**src/design/evt_ctrl_pkg.sv**
```systemverilog
// constants shared by the two-stage event controller
// assumes one processor clock and a synchronous active-low reset
package evt_ctrl_pkg;
   localparam int unsigned NUM_EVENTS = 16;
   localparam int unsigned NUM_GP = 9;
   localparam int unsigned GP_BASE = 7;
   localparam int unsigned NUM_SRC = 32;
   localparam int unsigned NUM_ASSIGN = 4;
   localparam int unsigned ADDR_W = 4;
   localparam int unsigned DATA_W = 32;

   // register indices on the mmr port
   localparam logic [3:0] IDX_LATCH = 4'h0;
   localparam logic [3:0] IDX_MASK = 4'h1;
   localparam logic [3:0] IDX_PENDING = 4'h2;
   localparam logic [3:0] IDX_PERIPH_MASK = 4'h3;
   localparam logic [3:0] IDX_PERIPH_STATUS = 4'h4;
   localparam logic [3:0] IDX_WAKEUP_EN = 4'h5;
   localparam logic [3:0] IDX_ASSIGN0 = 4'h6;
   localparam logic [3:0] IDX_ASSIGN3 = 4'h9;

   // event bit positions and groups
   localparam logic [15:0] ALWAYS_ON = 16'h0007;
   localparam logic [15:0] RESERVED_BITS = 16'h0010;
   localparam logic [15:0] GP_MASK = 16'hFF80;

   // values after reset
   localparam logic [15:0] LATCH_RST = 16'h0000;
   localparam logic [15:0] MASK_RST = 16'h0000;
   localparam logic [15:0] PENDING_RST = 16'h0000;
   localparam logic [31:0] PERIPH_MASK_RST = 32'h00000000;
   localparam logic [31:0] WAKEUP_EN_RST = 32'h00000000;
   // one nibble per source, value is the offset above the first general level
   localparam logic [3:0][31:0] ASSIGN_RST = {
      32'h00000000, 32'h00000087, 32'h66554443, 32'h32111100
   };

   // cycle figures
   localparam int unsigned EDGE_DETECT_CYCLES = 2;
   localparam int unsigned MIN_PEND_CYCLES = 3;
endpackage

```
**src/design/sic_cec_if.sv**
```systemverilog
// carrier between the system stage and the core stage
// assumes both ends sit on the processor clock
`timescale 1ns/1ps
interface sic_cec_if;
   logic [evt_ctrl_pkg::NUM_GP-1:0] routed;
   logic [evt_ctrl_pkg::NUM_GP-1:0] pending_gp;
   logic wr;
   logic [evt_ctrl_pkg::ADDR_W-1:0] addr;
   logic [evt_ctrl_pkg::DATA_W-1:0] wdata;
   logic [evt_ctrl_pkg::DATA_W-1:0] rdata;
   logic wakeup;

   modport sic (
      input wr, addr, wdata, pending_gp,
      output routed, rdata, wakeup
   );
   modport cec (
      output wr, addr, wdata, pending_gp,
      input routed, rdata, wakeup
   );
endinterface

```
**src/design/system_irq_stage.sv**
```systemverilog
// system stage: peripheral masking, status, wakeup and routing to core levels
// assumes raw peripheral lines are asynchronous to the processor clock
`timescale 1ns/1ps
module system_irq_stage (
   input wire logic i_ref_clk,
   input wire logic i_rst_n,
   input wire logic [evt_ctrl_pkg::NUM_SRC-1:0] i_periph_irq,
   sic_cec_if.sic bus
);
   localparam int unsigned NS = evt_ctrl_pkg::NUM_SRC;
   localparam int unsigned NG = evt_ctrl_pkg::NUM_GP;

   logic [NS-1:0] sync1_q;
   logic [NS-1:0] sync2_q;
   logic [NS-1:0] mask_q;
   logic [NS-1:0] wake_en_q;
   logic [evt_ctrl_pkg::NUM_ASSIGN-1:0][31:0] assign_q;
   logic [NG-1:0] routed_q;
   logic [NG-1:0] pend_prev_q;
   logic wakeup_q;
   logic [NG-1:0][NS-1:0] sel;
   logic [NG-1:0] hit;
   logic [NS-1:0] pass;
   logic [NG-1:0] pend_rise;
   logic [3:0] aoff;
   logic assign_sel;
   logic assign_wr;

   // mask passes source
   assign pass = sync2_q & mask_q;
   assign pend_rise = bus.pending_gp & ~pend_prev_q;
   assign aoff = bus.addr - evt_ctrl_pkg::IDX_ASSIGN0;
   assign assign_sel = (bus.addr >= evt_ctrl_pkg::IDX_ASSIGN0)
      && (bus.addr <= evt_ctrl_pkg::IDX_ASSIGN3);
   assign assign_wr = bus.wr && assign_sel;

   // programmable level mapping
   for (genvar s = 0; s < NS; s++) begin : g_src
      logic [3:0] lvl;
      assign lvl = assign_q[s / 8][(s % 8) * 4 +: 4];
      for (genvar k = 0; k < NG; k++) begin : g_lvl
         assign sel[k][s] = pass[s] && (lvl == 4'(k));
      end
   end
   for (genvar k = 0; k < NG; k++) begin : g_hit
      assign hit[k] = |sel[k];
   end

   // status is the live level
   assign bus.rdata = (bus.addr == evt_ctrl_pkg::IDX_PERIPH_MASK) ? mask_q :
      (bus.addr == evt_ctrl_pkg::IDX_PERIPH_STATUS) ? sync2_q :
      (bus.addr == evt_ctrl_pkg::IDX_WAKEUP_EN) ? wake_en_q :
      assign_sel ? assign_q[aoff[1:0]] : 32'h00000000;
   assign bus.routed = routed_q;
   assign bus.wakeup = wakeup_q;

   always_ff @(posedge i_ref_clk) begin
      sync1_q <= i_periph_irq;
      sync2_q <= sync1_q;
   end

   // three per-source registers
   always_ff @(posedge i_ref_clk) begin
      if (!i_rst_n) begin
         mask_q <= evt_ctrl_pkg::PERIPH_MASK_RST;
         wake_en_q <= evt_ctrl_pkg::WAKEUP_EN_RST;
         assign_q <= evt_ctrl_pkg::ASSIGN_RST;
      end else begin
         if (bus.wr && bus.addr == evt_ctrl_pkg::IDX_PERIPH_MASK) begin
            mask_q <= bus.wdata;
         end
         if (bus.wr && bus.addr == evt_ctrl_pkg::IDX_WAKEUP_EN) begin
            wake_en_q <= bus.wdata;
         end
         if (assign_wr) begin
            assign_q[aoff[1:0]] <= bus.wdata;
         end
      end
   end

   always_ff @(posedge i_ref_clk) begin
      if (!i_rst_n) begin
         routed_q <= '0;
         pend_prev_q <= '0;
         wakeup_q <= 1'b0;
      end else begin
         // pending rise acknowledges; one low cycle re-arms the edge
         routed_q <= hit & ~pend_rise;
         pend_prev_q <= bus.pending_gp;
         // wake from sleep
         wakeup_q <= |(sync2_q & wake_en_q);
      end
   end
endmodule

```
**src/design/event_controller.sv**
```systemverilog
// top of the two-stage event controller: core stage plus system stage
// assumes core control pulses are on the processor clock; fixed event pins are not
//
// Functional notes
// sixteen-bit latch, mask, pending registers
// latch sets on capture, clears on accept
// software writes latch only where unmasked-off
// mask one allows service, zero blocks; bits 0 to 2 are serviced whatever the mask holds
// mask access only in supervisor mode
// global enable and disable gate levels
// pending tracks nested events, hardware updated
// three 32-bit per-peripheral system registers
// system mask passes or blocks sources
// status reads live source level
// wakeup enable lets source wake processor
// pending contents acknowledge routed interrupts
// rising edge latched after two cycles
// latch clears when pending bit sets
// further edge latched after pending sets
// edge to pending at least three cycles
// nine general levels below fixed events
// assignment registers remap source levels
// return clears active pending bit
`timescale 1ns/1ps
module event_controller (
   input wire logic i_ref_clk,
   input wire logic i_rst_n,
   input wire logic [evt_ctrl_pkg::NUM_SRC-1:0] i_periph_irq,
   input wire logic [evt_ctrl_pkg::GP_BASE-1:0] i_fixed_evt,
   input wire logic i_sti,
   input wire logic i_cli,
   input wire logic i_core_ready,
   input wire logic i_return,
   input wire logic i_supervisor,
   input wire logic i_reg_wr,
   input wire logic i_reg_rd,
   input wire logic [evt_ctrl_pkg::ADDR_W-1:0] i_reg_addr,
   input wire logic [evt_ctrl_pkg::DATA_W-1:0] i_reg_wdata,
   output logic [evt_ctrl_pkg::DATA_W-1:0] o_reg_rdata,
   output logic o_reg_err,
   output logic o_take,
   output logic [3:0] o_take_id,
   output logic [evt_ctrl_pkg::NUM_EVENTS-1:0] o_pending_events,
   output logic o_global_en,
   output logic o_wakeup
);
   localparam int unsigned NE = evt_ctrl_pkg::NUM_EVENTS;

   sic_cec_if bus ();

   system_irq_stage u_sic (
      .i_ref_clk(i_ref_clk),
      .i_rst_n(i_rst_n),
      .i_periph_irq(i_periph_irq),
      .bus(bus)
   );

   logic [evt_ctrl_pkg::GP_BASE-1:0] fsync1_q;
   logic [evt_ctrl_pkg::GP_BASE-1:0] fsync2_q;
   logic [NE-1:0] in_q;
   logic [NE-1:0] prev_q;
   logic [NE-1:0] latch_q;
   logic [NE-1:0] latch_d;
   logic [NE-1:0] mask_q;
   logic [NE-1:0] pending_q;
   logic [NE-1:0] pending_d;
   logic global_en_q;
   logic [evt_ctrl_pkg::DATA_W-1:0] rdata_q;
   logic err_q;
   logic take_q;
   logic [3:0] take_id_q;
   logic wakeup_q;

   logic [NE-1:0] evt_in;
   logic [NE-1:0] edge_w;
   logic [NE-1:0] gate;
   logic [NE-1:0] eff_mask;
   logic [NE-1:0] cand;
   logic [3:0] best_idx;
   logic [3:0] act_idx;
   logic [NE-1:0] best_oh;
   logic [NE-1:0] act_oh;
   logic accept;
   logic ret;
   logic access;
   logic mapped;
   logic sic_sel;
   logic core_wr;
   logic latch_wr;
   logic mask_wr;
   logic [NE-1:0] sw_latch;
   logic [NE-1:0] wdata16;
   logic [evt_ctrl_pkg::DATA_W-1:0] rdata_d;

   // lowest index is the highest priority
   function automatic logic [3:0] low_idx(input logic [15:0] v);
      logic [3:0] r;
      r = 4'h0;
      for (int i = 15; i >= 0; i--) begin
         if (v[i]) begin
            r = 4'(i);
         end
      end
      return r;
   endfunction

   // fixed events below bit 7, nine general levels above
   assign evt_in = {bus.routed, fsync2_q} & ~evt_ctrl_pkg::RESERVED_BITS;
   // edge seen in the same cycle the input register rises, one cycle after the input
   assign edge_w = in_q & ~prev_q;

   // global gate on general levels only
   assign gate = global_en_q ? {NE{1'b1}} : ~evt_ctrl_pkg::GP_MASK;
   // mask decides service above bit 2, latch is kept regardless
   assign eff_mask = (mask_q | evt_ctrl_pkg::ALWAYS_ON) & gate;
   assign cand = latch_q & eff_mask;
   assign best_idx = low_idx(cand);
   assign act_idx = low_idx(pending_q);
   assign best_oh = 16'h0001 << best_idx;
   assign act_oh = 16'h0001 << act_idx;
   // accept only from an already latched bit, so three cycles at least
   assign accept = i_core_ready && (cand != '0)
      && ((pending_q == '0) || (best_idx < act_idx));
   assign ret = i_return && (pending_q != '0);

   // all registers are supervisor-only mmrs
   assign access = i_reg_wr || i_reg_rd;
   assign mapped = i_reg_addr <= evt_ctrl_pkg::IDX_ASSIGN3;
   assign sic_sel = (i_reg_addr >= evt_ctrl_pkg::IDX_PERIPH_MASK) && mapped;
   // supervisor gate on writes
   assign core_wr = i_reg_wr && i_supervisor;
   assign latch_wr = core_wr && (i_reg_addr == evt_ctrl_pkg::IDX_LATCH);
   assign mask_wr = core_wr && (i_reg_addr == evt_ctrl_pkg::IDX_MASK);
   assign wdata16 = i_reg_wdata[NE-1:0];
   // software reaches only bits whose mask is clear
   assign sw_latch = latch_wr ? ((latch_q & mask_q) | (wdata16 & ~mask_q)) : latch_q;

   // clear on accept, R15 a new edge wins over that clear
   assign latch_d = (sw_latch & ~(accept ? best_oh : '0)) | edge_w;

   // return retires the active level, R7 accept nests a new one
   assign pending_d = (pending_q & ~(ret ? act_oh : '0)) | (accept ? best_oh : '0);

   assign bus.wr = core_wr && sic_sel;
   assign bus.addr = i_reg_addr;
   assign bus.wdata = i_reg_wdata;
   // system stage watches the general pending bits
   assign bus.pending_gp = pending_q[NE-1:evt_ctrl_pkg::GP_BASE];

   // pending readable in supervisor mode only
   assign rdata_d = !(i_reg_rd && i_supervisor) ? 32'h00000000 :
      (i_reg_addr == evt_ctrl_pkg::IDX_LATCH) ? {16'h0000, latch_q} :
      (i_reg_addr == evt_ctrl_pkg::IDX_MASK) ? {16'h0000, mask_q} :
      (i_reg_addr == evt_ctrl_pkg::IDX_PENDING) ? {16'h0000, pending_q} :
      sic_sel ? bus.rdata : 32'h00000000;

   assign o_reg_rdata = rdata_q;
   assign o_reg_err = err_q;
   assign o_take = take_q;
   assign o_take_id = take_id_q;
   assign o_pending_events = pending_q;
   assign o_global_en = global_en_q;
   assign o_wakeup = wakeup_q;

   // fixed event pins come from outside the clock domain
   always_ff @(posedge i_ref_clk) begin
      fsync1_q <= i_fixed_evt;
      fsync2_q <= fsync1_q;
   end

   always_ff @(posedge i_ref_clk) begin
      if (!i_rst_n) begin
         in_q <= '0;
         prev_q <= '0;
      end else begin
         in_q <= evt_in;
         prev_q <= in_q;
      end
   end

   // the three core registers
   always_ff @(posedge i_ref_clk) begin
      if (!i_rst_n) begin
         latch_q <= evt_ctrl_pkg::LATCH_RST;
         mask_q <= evt_ctrl_pkg::MASK_RST;
         pending_q <= evt_ctrl_pkg::PENDING_RST;
      end else begin
         latch_q <= latch_d;
         pending_q <= pending_d;
         if (mask_wr) begin
            mask_q <= wdata16 & ~evt_ctrl_pkg::RESERVED_BITS;
         end
      end
   end

   // disable wins if both arrive together
   always_ff @(posedge i_ref_clk) begin
      if (!i_rst_n) begin
         global_en_q <= 1'b0;
      end else if (i_cli) begin
         global_en_q <= 1'b0;
      end else if (i_sti) begin
         global_en_q <= 1'b1;
      end
   end

   always_ff @(posedge i_ref_clk) begin
      if (!i_rst_n) begin
         rdata_q <= 32'h00000000;
         err_q <= 1'b0;
         take_q <= 1'b0;
         take_id_q <= 4'h0;
         wakeup_q <= 1'b0;
      end else begin
         rdata_q <= rdata_d;
         err_q <= access && (!i_supervisor || !mapped);
         take_q <= accept;
         take_id_q <= accept ? best_idx : 4'h0;
         wakeup_q <= bus.wakeup;
      end
   end
endmodule

```
**config.mk**
```make
export PLATFORM = sky130hd
export DESIGN_NAME = event_controller
export DESIGN_NICKNAME = d
export VERILOG_FILES = /design/src/design/evt_ctrl_pkg.sv /design/src/design/sic_cec_if.sv /design/src/design/system_irq_stage.sv /design/src/design/event_controller.sv
export SDC_FILE = /design/constraint.sdc
export NUM_CORES = 1
export LEC_CHECK = 0
export BUFFER_PORTS_ARGS = -buffer_cell sky130_fd_sc_hd__buf_4
export CORE_MARGIN = 10
export CORE_UTILIZATION = 40
export CTS_BUF_LIST = sky130_fd_sc_hd__clkbuf_8
export DETAILED_ROUTE_END_ITERATION = 6
export GPL_TIMING_DRIVEN = 0
export PLACE_DENSITY_LB_ADDON = 0.1
export SYNTH_ARGS = -nofsm -noshare
export SYNTH_HDL_FRONTEND = slang
export SYNTH_SLANG_ARGS = --single-unit
```
**constraint.sdc**
```tcl
create_clock -name i_ref_clk -period 4.9 [get_ports i_ref_clk]
set_clock_uncertainty 0.05 [all_clocks]
set_input_delay 0.735 -clock i_ref_clk [delete_from_list [all_inputs] [get_ports i_ref_clk]]
set_output_delay 0.735 -clock i_ref_clk [all_outputs]
set_load 0.005 [all_outputs]
```
; ---- Word level (Yosys, flattened, before mapping)
; Index checks and enable logic that the tools add are counted.
[op_classes]
n_eq_ne = 261
shift = 2
addsub = 1
reduce_logical = 358
muxes = 49
bitwise = 23
n_lt_le_gt_ge = 6
[op_table]
columns = operator, n
row1 = == test 4 x 3 -> 1 bit (second input constant), 130
row2 = OR reduction 32 bit, 10
row3 = logical AND 1 bit, 303
row4 = == test 4 x 2 -> 1 bit (second input constant), 66
row5 = two-way mux 32 bit, 6
row6 = == test 4 x 1 -> 1 bit (second input constant), 33
row7 = logical NOT 4 bit, 33
row8 = bitwise mux 128 bit, 1
row9 = == test 4 bit (second input constant), 32
row10 = two-way mux 16 bit, 8
row11 = two-way mux 4 bit, 32
row12 = bitwise AND 16 bit, 7
row13 = bitwise AND 32 bit, 2
row14 = binary-select mux 32 bit (select 2 bit), 1
row15 = demux 32 bit (select 2 bit), 1
row16 = NOT 16 bit, 4
row17 = OR 16 bit, 3
row18 = nonzero test 16 bit, 2
row19 = << shifter 1 x 4 -> 16 bit (first input constant), 2
row20 = bitwise AND 9 bit, 2
row21 = NOT 9 bit, 2
row22 = logical NOT 16 bit, 1
row23 = OR reduction 6 bit, 1
row24 = >= comparator 4 x 2 -> 1 bit (second input constant), 1
row25 = 11 further kinds, 17
[totals]
regBits = 408

; ---- Longest topological paths before layout
; Gate-level depths: netlist (run 1).
[depth]
depth_word = 26
ltp_mapped = 12
mapped_depth_nobuf = 12

; ---- By module
; A second synthesis (run 1) with hierarchy kept.
[unflattened]
hier_cells = 2297
hier_area_um2 = 19486.2
[by_module_without_submodules]
columns = module, cells_per_inst, n_inst, area_each_um2
row1 = system_irq_stage, 1680, 1, 14020.9
row2 = event_controller, 617, 1, 5465.2

; ---- Least setup slack after synthesis (run 1)
; No wires, ideal clock.
[synth_timing]
path_type = register -> register
from = reg pending_q[15], in the netlist o_pending_events[15]
to = reg latch_q[8]
path_stages_with_launch = 12
path_buffers = 0
path_slack_ps = 1971
arrival_time_ps = 2744
period_less_slack_ps = 2929
setup_ps = 135
cell_sequence = dfxtp_1 nor2_1 o31ai_1 a21oi_1 nor2_1 clkinv_1 ha_1 a211oi_1 and2_2 a22oi_1 a2111oi_0 o22ai_1
[synth_via]
elab_chain_len = 23
[synth_rtl]
columns = element, line
row1 = from (decl), event_controller.sv:65  ; logic [NE-1:0] pending_q;
row2 = from (signal assigned), event_controller.sv:186  ; pending_q <= evt_ctrl_pkg::PENDING_RST;
row3 = from (signal assigned), event_controller.sv:189  ; pending_q <= pending_d;
row4 = two-way mux 4 bit (16 in series), event_controller.sv:100  ; if (v[i]) begin
row5 = < comparator 4 bit, event_controller.sv:123  ; && ((pending_q == '0) || (best_idx < act_idx));
row6 = logical OR 1 bit (*), event_controller.sv:123
row7 = logical AND 1 bit (*), event_controller.sv:123
row8 = two-way mux 16 bit (*), event_controller.sv:139  ; assign latch_d = (sw_latch & ~(accept ? best_oh : '0)) | edge_w;
row9 = NOT 16 bit (*), event_controller.sv:139
row10 = bitwise AND 16 bit (*), event_controller.sv:139
row11 = OR 16 bit (*), event_controller.sv:139
row12 = to (signal assigned), event_controller.sv:184  ; latch_q <= evt_ctrl_pkg::LATCH_RST;
row13 = to (signal assigned), event_controller.sv:188  ; latch_q <= latch_d;
row14 = to (decl), event_controller.sv:62  ; logic [NE-1:0] latch_q;
; Every way passes the cells marked *; elsewhere a longest branch is shown, timed or not.
; A chain may end at the register's enable or synchronous reset.

; ---- Worst setup path after layout (run 1)
[layout_timing]
from = reg pending_q[14], in the netlist o_pending_events[14]
to = reg latch_q[1]
[layout_via]
elab_chain_len = 22
[layout_rtl]
columns = element, line
row1 = two-way mux 4 bit (15 in series), event_controller.sv:100
row2 = < comparator 4 bit, event_controller.sv:123
row3 = logical OR 1 bit (*), event_controller.sv:123
row4 = logical AND 1 bit (*), event_controller.sv:123
row5 = two-way mux 16 bit (*), event_controller.sv:139
row6 = NOT 16 bit (*), event_controller.sv:139
row7 = bitwise AND 16 bit (*), event_controller.sv:139
row8 = OR 16 bit (*), event_controller.sv:139
; Marks and branches as above.

==> results of run 1 <==
-- cell usage after synthesis, types with 12 or more instances --
cell / n
a21oi_1: 271
a221oi_1: 21
a22oi_1: 29
a31oi_1: 22
and2_1: 28
buf_2: 32
clkbuf_1: 119
dfxtp_1: 404
inv_1: 35
mux2i_1: 12
mux4_2: 32
nand2_1: 542
nand2b_1: 47
nand3_1: 78
nand3b_1: 18
nand4_1: 21
nand4b_1: 25
nor2_1: 125
nor2b_1: 25
nor3_1: 84
nor3b_1: 25
nor4_1: 34
o21ai_0: 49
o22ai_1: 36
o31ai_1: 13
o32ai_1: 12
-- cell families (layout without fill, tap and decap cells) --
| group | after synthesis | count (layout) | synth area share, % |
|---|---|---|---|
| AOI/OAI and AO/OA | 564 | 564 | 19.0 |
| adders and majority gates | 3 | 3 | 0.199 |
| buffers and inverters | 194 | 435 | 4.13 |
| DFF | 404 | 404 | 42.9 |
| muxes | 53 | 53 | 5.00 |
| other | 0 | 1 | 0 |
| and+or+nand+nor | 1115 | 1115 | 28.8 |
-- flip-flops by register name, summed over array words and instances (netlist names), 16 cells and up --
name and cells:
u_sic.sync1_q 32, u_sic.wake_en_q 32, u_sic.mask_q 32, u_sic.assign_q 128, u_sic.sync2_q 32, o_reg_rdata 32
latch_q 16, o_pending_events 16
-- metrics by stage --
step                util, %  hold slack [ns]
global route           47.2           0.0922
finish                 47.2            0.103
floorplan                 -            0.260
CTS                    47.2           0.0815
detailed placement     44.1            0.262
global placement       44.1            0.259
-- path summary, 6_finish.rpt --
path | startpoint | to | slack, ns | cells after the start
worst max register to register | o_pending_events[14] | latch_q[1] | 0.65 | 11
worst max-delay path | o_pending_events[14] | latch_q[1] | 0.65 | 11
worst min-delay path | i_periph_irq[16] | u_sic.sync1_q[16] | 0.10 | 1
worst min register to register | u_sic.sync1_q[26] | u_sic.sync2_q[26] | 0.27 | 0
-- critical path, stage by stage, from the launching register on --
cell and delay [ns]:
dfxtp_1 0.68, nor2_1 0.11, o31ai_1 0.27, a21oi_1 0.12, nor2_1 0.43, clkinv_1 0.39
ha_1 0.32, a211oi_1 0.50, and2_2 0.29, a221oi_2 0.17, nor4b_1 0.69, o31ai_1 0.11
-- layout by cell type (no fill, tap or decap), drive strengths merged, types with 29 or more instances in the layout --
| cell type | instances |
|---|---|
| nand2 | 543 |
| dfxtp | 404 |
| a21oi | 271 |
| clkbuf | 207 |
| buf | 161 |
| nor2 | 125 |
| nor3 | 87 |
| nand3 | 79 |
| inv | 54 |
| o21ai | 52 |
| nand2b | 47 |
| nor4 | 38 |
| o22ai | 36 |
| mux4 | 32 |
| a22oi | 29 |
| and2 | 29 |
-- per-layer routing --
metal	track usage (%)	part of all wire (%)	up-vias
met4	17.8	6.0	6
li1	-	-	8781
met2	50.1	39	1629
met5	0	0.060	-
met1	48.9	40	9941
met3	14.8	14	357
-- area by class of cell --
type                       count  area [um^2]
tap                          607          759
timing repair buffer         122          916
clock buffer                  88         1210
inverter                      36          135
multi-input combinational   1735         9990
fill                        4618        24600
buffer                       158          644
clock inverter                31          220
sequential                   404         8090
antenna                        1         2.50
-- power breakdown --
group	switching, uW	total, uW	internal (uW)	leakage [uW]
Clock	1450	3180	1730	0.000794
Sequential	100	3450	3350	0.00329
Combinational	377	542	166	0.00355
Total	1930	7170	5250	0.00764
==> run metrics, run 1 <==
Pwr per Cell Area=about 330 nW/um^2; Via Count=20.7k; mean cell area of the mapped netlist=about 8 um^2; number of rows in the core area=79; number of hold buffers added after cts=0; maximum root-to-sink buffer count=3; share of synthesized area occupied by flip-flops and latches=between 40% and 50%; cell taking the most area after synthesis=dfxtp_1; DPL Wire Length=about 86,000 um; standard cell area after detailed placement=20,500 um^2; violated checks=DRC, capacitance limit, slew limit; htree depth=3; final setup fails=0; flip-flop and latch count after synthesis=between 400 and 500; number of clock sinks=roughly 400; data arrival at the endpoint of the critical path=roughly 4.7 ns; Final WS setup=about 0.65 ns; max-slew violations=11; final worst path period need=roughly 4.3 ns; area share of the leading cell type in the synthesized netlist=42.9%; worst-margin pin slew=~1.5 ns; core area=about 47,000 um^2; instance count of the mapped netlist=between 2k and 2.5k; residual DRC count=3; worst setup slack after placement=around 0.89 ns; maximum clock frequency=around 240 MHz; maximum number of pins on one net before global-route repair=11; Iteration-0 DRC Markers=between 3k and 4k; Die Span X=between 200 and 250 um; first-pass GRT wire length=146,000 um; share of final-layout standard cells stronger than drive strength 1=about an eighth; routed wire length=around 110,000 um; critical path fanouts, max=8; Clock Latency Late Sink=a little under 0.7 ns; yosys warns=0; class of the most critical setup path=flop to flop; length of the first detailed-routing pass in iterations=7; final period utilization=between 80% and 90%; worst IR drop on VDD=0.287 mV; kind of capture point of the worst setup path=flop; total die area=between 50,000 and 60,000 um^2; post-synthesis cell type count=slightly below 90; routed wirelength normalized by instance count=between 30 and 40 um; Total Routing Usage GR=between 30% and 40%; static leakage=between 0.007 and 0.008 uW; Initial Util=between 40% and 50%; cts repair resizes=0; HP Class=input port to flop; clock-pin slew on the worst setup and hold paths=about 0.06 ns; global placement routability congestion=between 1 and 1.5; final std cell area, no fill=around 22,000 um^2; number of maximum-capacitance violations=1; antenna violation net count after detailed routing=0; root buffer cell=clkbuf_8; critical path required time=between 5 and 6 ns; startpoint type of the worst setup path=flop; via/cell ratio=around 6.5; Die Height=around 240 um; number of cells in the design after placement=3,062; synthesized net count=2,420; number of CTS-inserted buffers=70; number of enable-type register cells in the synthesized netlist=0; status=finished, violations left; number of nets in the finished design=2,614; via count of the first global-routing pass=~19k; Area growth, synth to finish=16.5%; overall power after layout=7170 uW; CTS tree=done; Mapped Area=roughly 19,000 um^2; commonest register cell after synthesis=dfxtp_1; total congestion overflow after global routing=0; max_slew headroom=-1.33%; RSZ-0062 raised after global routing=no; Sum Neg Setup Slack=0 ns; Async S/R FF share, synth=0%; top cells by area in the synthesized netlist=dfxtp_1 (43%), nand2_1 (11%), a21oi_1 (7.2%); number of standard cells in the layout, taps in and fillers out=3,182; antenna violations before repair=4; Setup Fix Bufs, Post-CTS=0; number of I/O port buffers=roughly 120; I/O pin cnt=140; number of hold violations in the final report=0
Power figures use the tool's default switching activity.
==> run 2: changes to the inputs <==
--- a/config.mk
+++ b/config.mk
@@ -5,8 +5,7 @@
 export SDC_FILE = /design/constraint.sdc
 export NUM_CORES = 1
 export LEC_CHECK = 0
-export BUFFER_PORTS_ARGS = -buffer_cell sky130_fd_sc_hd__buf_4
-export CORE_MARGIN = 10
+export BUFFER_PORTS_ARGS = -buffer_cell sky130_fd_sc_hd__clkbuf_2
 export CORE_UTILIZATION = 40
 export CTS_BUF_LIST = sky130_fd_sc_hd__clkbuf_8
 export DETAILED_ROUTE_END_ITERATION = 6
@@ -15,3 +14,4 @@
 export SYNTH_ARGS = -nofsm -noshare
 export SYNTH_HDL_FRONTEND = slang
 export SYNTH_SLANG_ARGS = --single-unit
+export TNS_END_PERCENT = 50
==> run 2 against run 1 <==
  * The flow finishes with violations (DRC, capacitance limit)
  * Cell area shrank 0.83%
  * Worst setup slack lost 0.029 ns
  * Power grew 2.9%
  * Wire length grew 0.46%
  * Via count grew 1.3%
  * Critical path depth is the same
  * Sequential share of layout area grew 0.31 points
  * Register-to-register slack lost 0.03 ns
  * Sequential power is essentially flat
  * Utilization shrank 0.39 points
  * First-iteration DRC count shrank 12%
  * Non-clock buffer count grew 1
  * Critical endpoint is now latch_q[8]
  * Largest cell class unchanged
==> run metrics, run 2 (synthesized netlist as in run 1, its figures left out) <==
status=finished, violations left; violated checks=DRC, capacitance limit; number of rows in the core area=79 (unchanged); routed wirelength normalized by instance count=33.9 um (about the same); Clock Latency Late Sink=0.70 ns (about the same); worst-margin pin slew=1.48 ns (-0.0379 ns); antenna violation net count after detailed routing=0 (unchanged); worst setup slack after placement=0.799 ns (-0.0935 ns); number of CTS-inserted buffers=71 (+1.4%); Via Count=21.0k (+1.3%); Iteration-0 DRC Markers=3,288 (-12%); max FFs per register=128 (unchanged); total congestion overflow after global routing=0 (unchanged); Pwr per Cell Area=339 nW/um^2 (+3.8%); RSZ-0062 raised after global routing=no; source of the worst register-to-register timing path=o_pending_events[14]; Area growth, synth to finish=15.5%; data arrival at the endpoint of the critical path=4.76 ns (+0.03 ns); residual DRC count=1 (-2); clock-pin slew on the worst setup and hold paths=0.06 ns (about the same); number of clock sinks=404 (unchanged); core area=46,600 um^2 (unchanged); final period utilization=87.4% (+0.59 points); final worst path period need=4.28 ns (+0.0287 ns); most common library cell in the layout ignoring fill and taps=nand2_1; Total Routing Usage GR=44.7% (+8.0 points); final setup fails=0 (unchanged); DPL Wire Length=86,300 um (+0.35%); first-pass GRT wire length=146,000 um (about the same); number of nets in the finished design=2,616 (+0.077%); routed wire length=108,000 um (+0.46%); number of cells traversed by the worst register-to-register path=11 (unchanged); number of maximum-capacitance violations=1 (unchanged); root buffer cell=clkbuf_8; CTS tree=done; Final WS setup=0.617 ns (-0.0287 ns); htree depth=3 (unchanged); Die Height=219 um (-7.6%); kind of capture point of the worst setup path=flop; maximum clock frequency=233 MHz (-0.67%); highest-count cells in the layout ignoring fill and taps=nand2_1 (542), dfxtp_1 (404), a21oi_1 (271); share of final-layout standard cells stronger than drive strength 1=13.3% (+0.15 points); startpoint type of the worst setup path=flop; number of hold violations in the final report=0 (unchanged); static leakage=0.00762 uW (-0.25%); Largest Register=u_sic.assign_q; critical path required time=5.38 ns (about the same); Sum Neg Setup Slack=0 ns (unchanged); number of hold buffers added after cts=0 (unchanged); startpoint of the worst setup timing path=o_pending_events[14]; max_slew headroom=0.830% (+2.2 points); cts repair resizes=0 (unchanged); max-slew violations=0 (-11); worst IR drop on VDD=0.329 mV (+15%); critical path fanouts, max=8 (unchanged); hold_sp=i_periph_irq[11]; Die Span X=219 um (-7.6%); maximum root-to-sink buffer count=3 (unchanged); length of the first detailed-routing pass in iterations=7 (unchanged); via/cell ratio=6.56 (+0.84%); number of I/O port buffers=122 (unchanged); antenna violations before repair=7 (+3); global placement routability congestion=1.05 (-4.4%); HP Class=input port to flop; I/O pin cnt=140 (unchanged); total die area=48,000 um^2 (-15%); Initial Util=40.5% (unchanged); class of the most critical setup path=flop to flop; via count of the first global-routing pass=19.0k (+0.78%); Setup Fix Bufs, Post-CTS=0 (unchanged); maximum number of pins on one net before global-route repair=13 (+2); flop-to-flop setup slack=0.62 ns (-0.03 ns); cell depth of the worst min-delay path=1 (unchanged)
[run 2: cell types whose count changed in the layout (fill, tap and decap cells not counted), moves of 2 or more]
cell / before / now
clkbuf_8: 88 / 90
inv_1: 51 / 54
inv_12: 0 / 4
buf_4: 125 / 3
clkbuf_2: 0 / 122
diode_2: 1 / 6
[run 2: cell type report]
class                   count  area, um^2
clock inverters            36         298
inverters                  36         135
diodes                      6        15.0
multi-input cells        1735        9990
well taps                 607         759
fillers                  4622       24800
repair buffers            123         616
flip-flops and latches    404        8090
clock buffers              90        1240
plain buffers             158         644
[run 2: final timing paths]
path,endpoint
worst max register to register,latch_q[8]
worst min register to register,u_sic.sync2_q[5]
worst max-delay path,latch_q[8]
worst min-delay path,u_sic.sync1_q[11]
[run 2: stage by stage]
step           utilization, %  hold WS, ns  total power, uW  instance area, um^2  std cells
2_1_floorplan               -        0.260             3730                18900       2333
3_3_place_gp             43.4        0.260             4000                20200       3062
3_5_place_dp             43.4        0.262             4010                20200       3063
4_1_cts                  46.7       0.0496             7350                21800       3189
5_1_grt                  46.8       0.0654             7540                21800       3191
6_report                 46.8       0.0870             7380                21800       3195
[run 2: routing by layer]
layer	track usage (%)	part of all wire, %	vias up	wire (um)
li1	-	-	8792	-
met1	60.1	40	10200	43600
met2	60.2	39	1645	42600
met3	17.4	14	327	15300
met4	25.1	6.3	4	6840
met5	0	0.024	-	26
[run 2: worst max-delay path, cell delays in order, from the launching register on]
cell	delay, ns
dfxtp_1	0.69
nor2_1	0.10
o31ai_1	0.25
a21oi_1	0.13
nor2_1	0.42
clkinv_1	0.38
ha_1	0.32
a211oi_1	0.63
and2_2	0.31
a22oi_1	0.09
a2111oi_0	0.62
o22ai_1	0.14
[run 2: report_power, final]
| group | switching [uW] | leakage (uW) | internal (uW) | total [uW] |
|---|---|---|---|---|
| registers | 100 | 0.00329 | 3350 | 3450 |
| clock network | 1560 | 0.000856 | 1850 | 3410 |
| logic | 376 | 0.00347 | 147 | 523 |
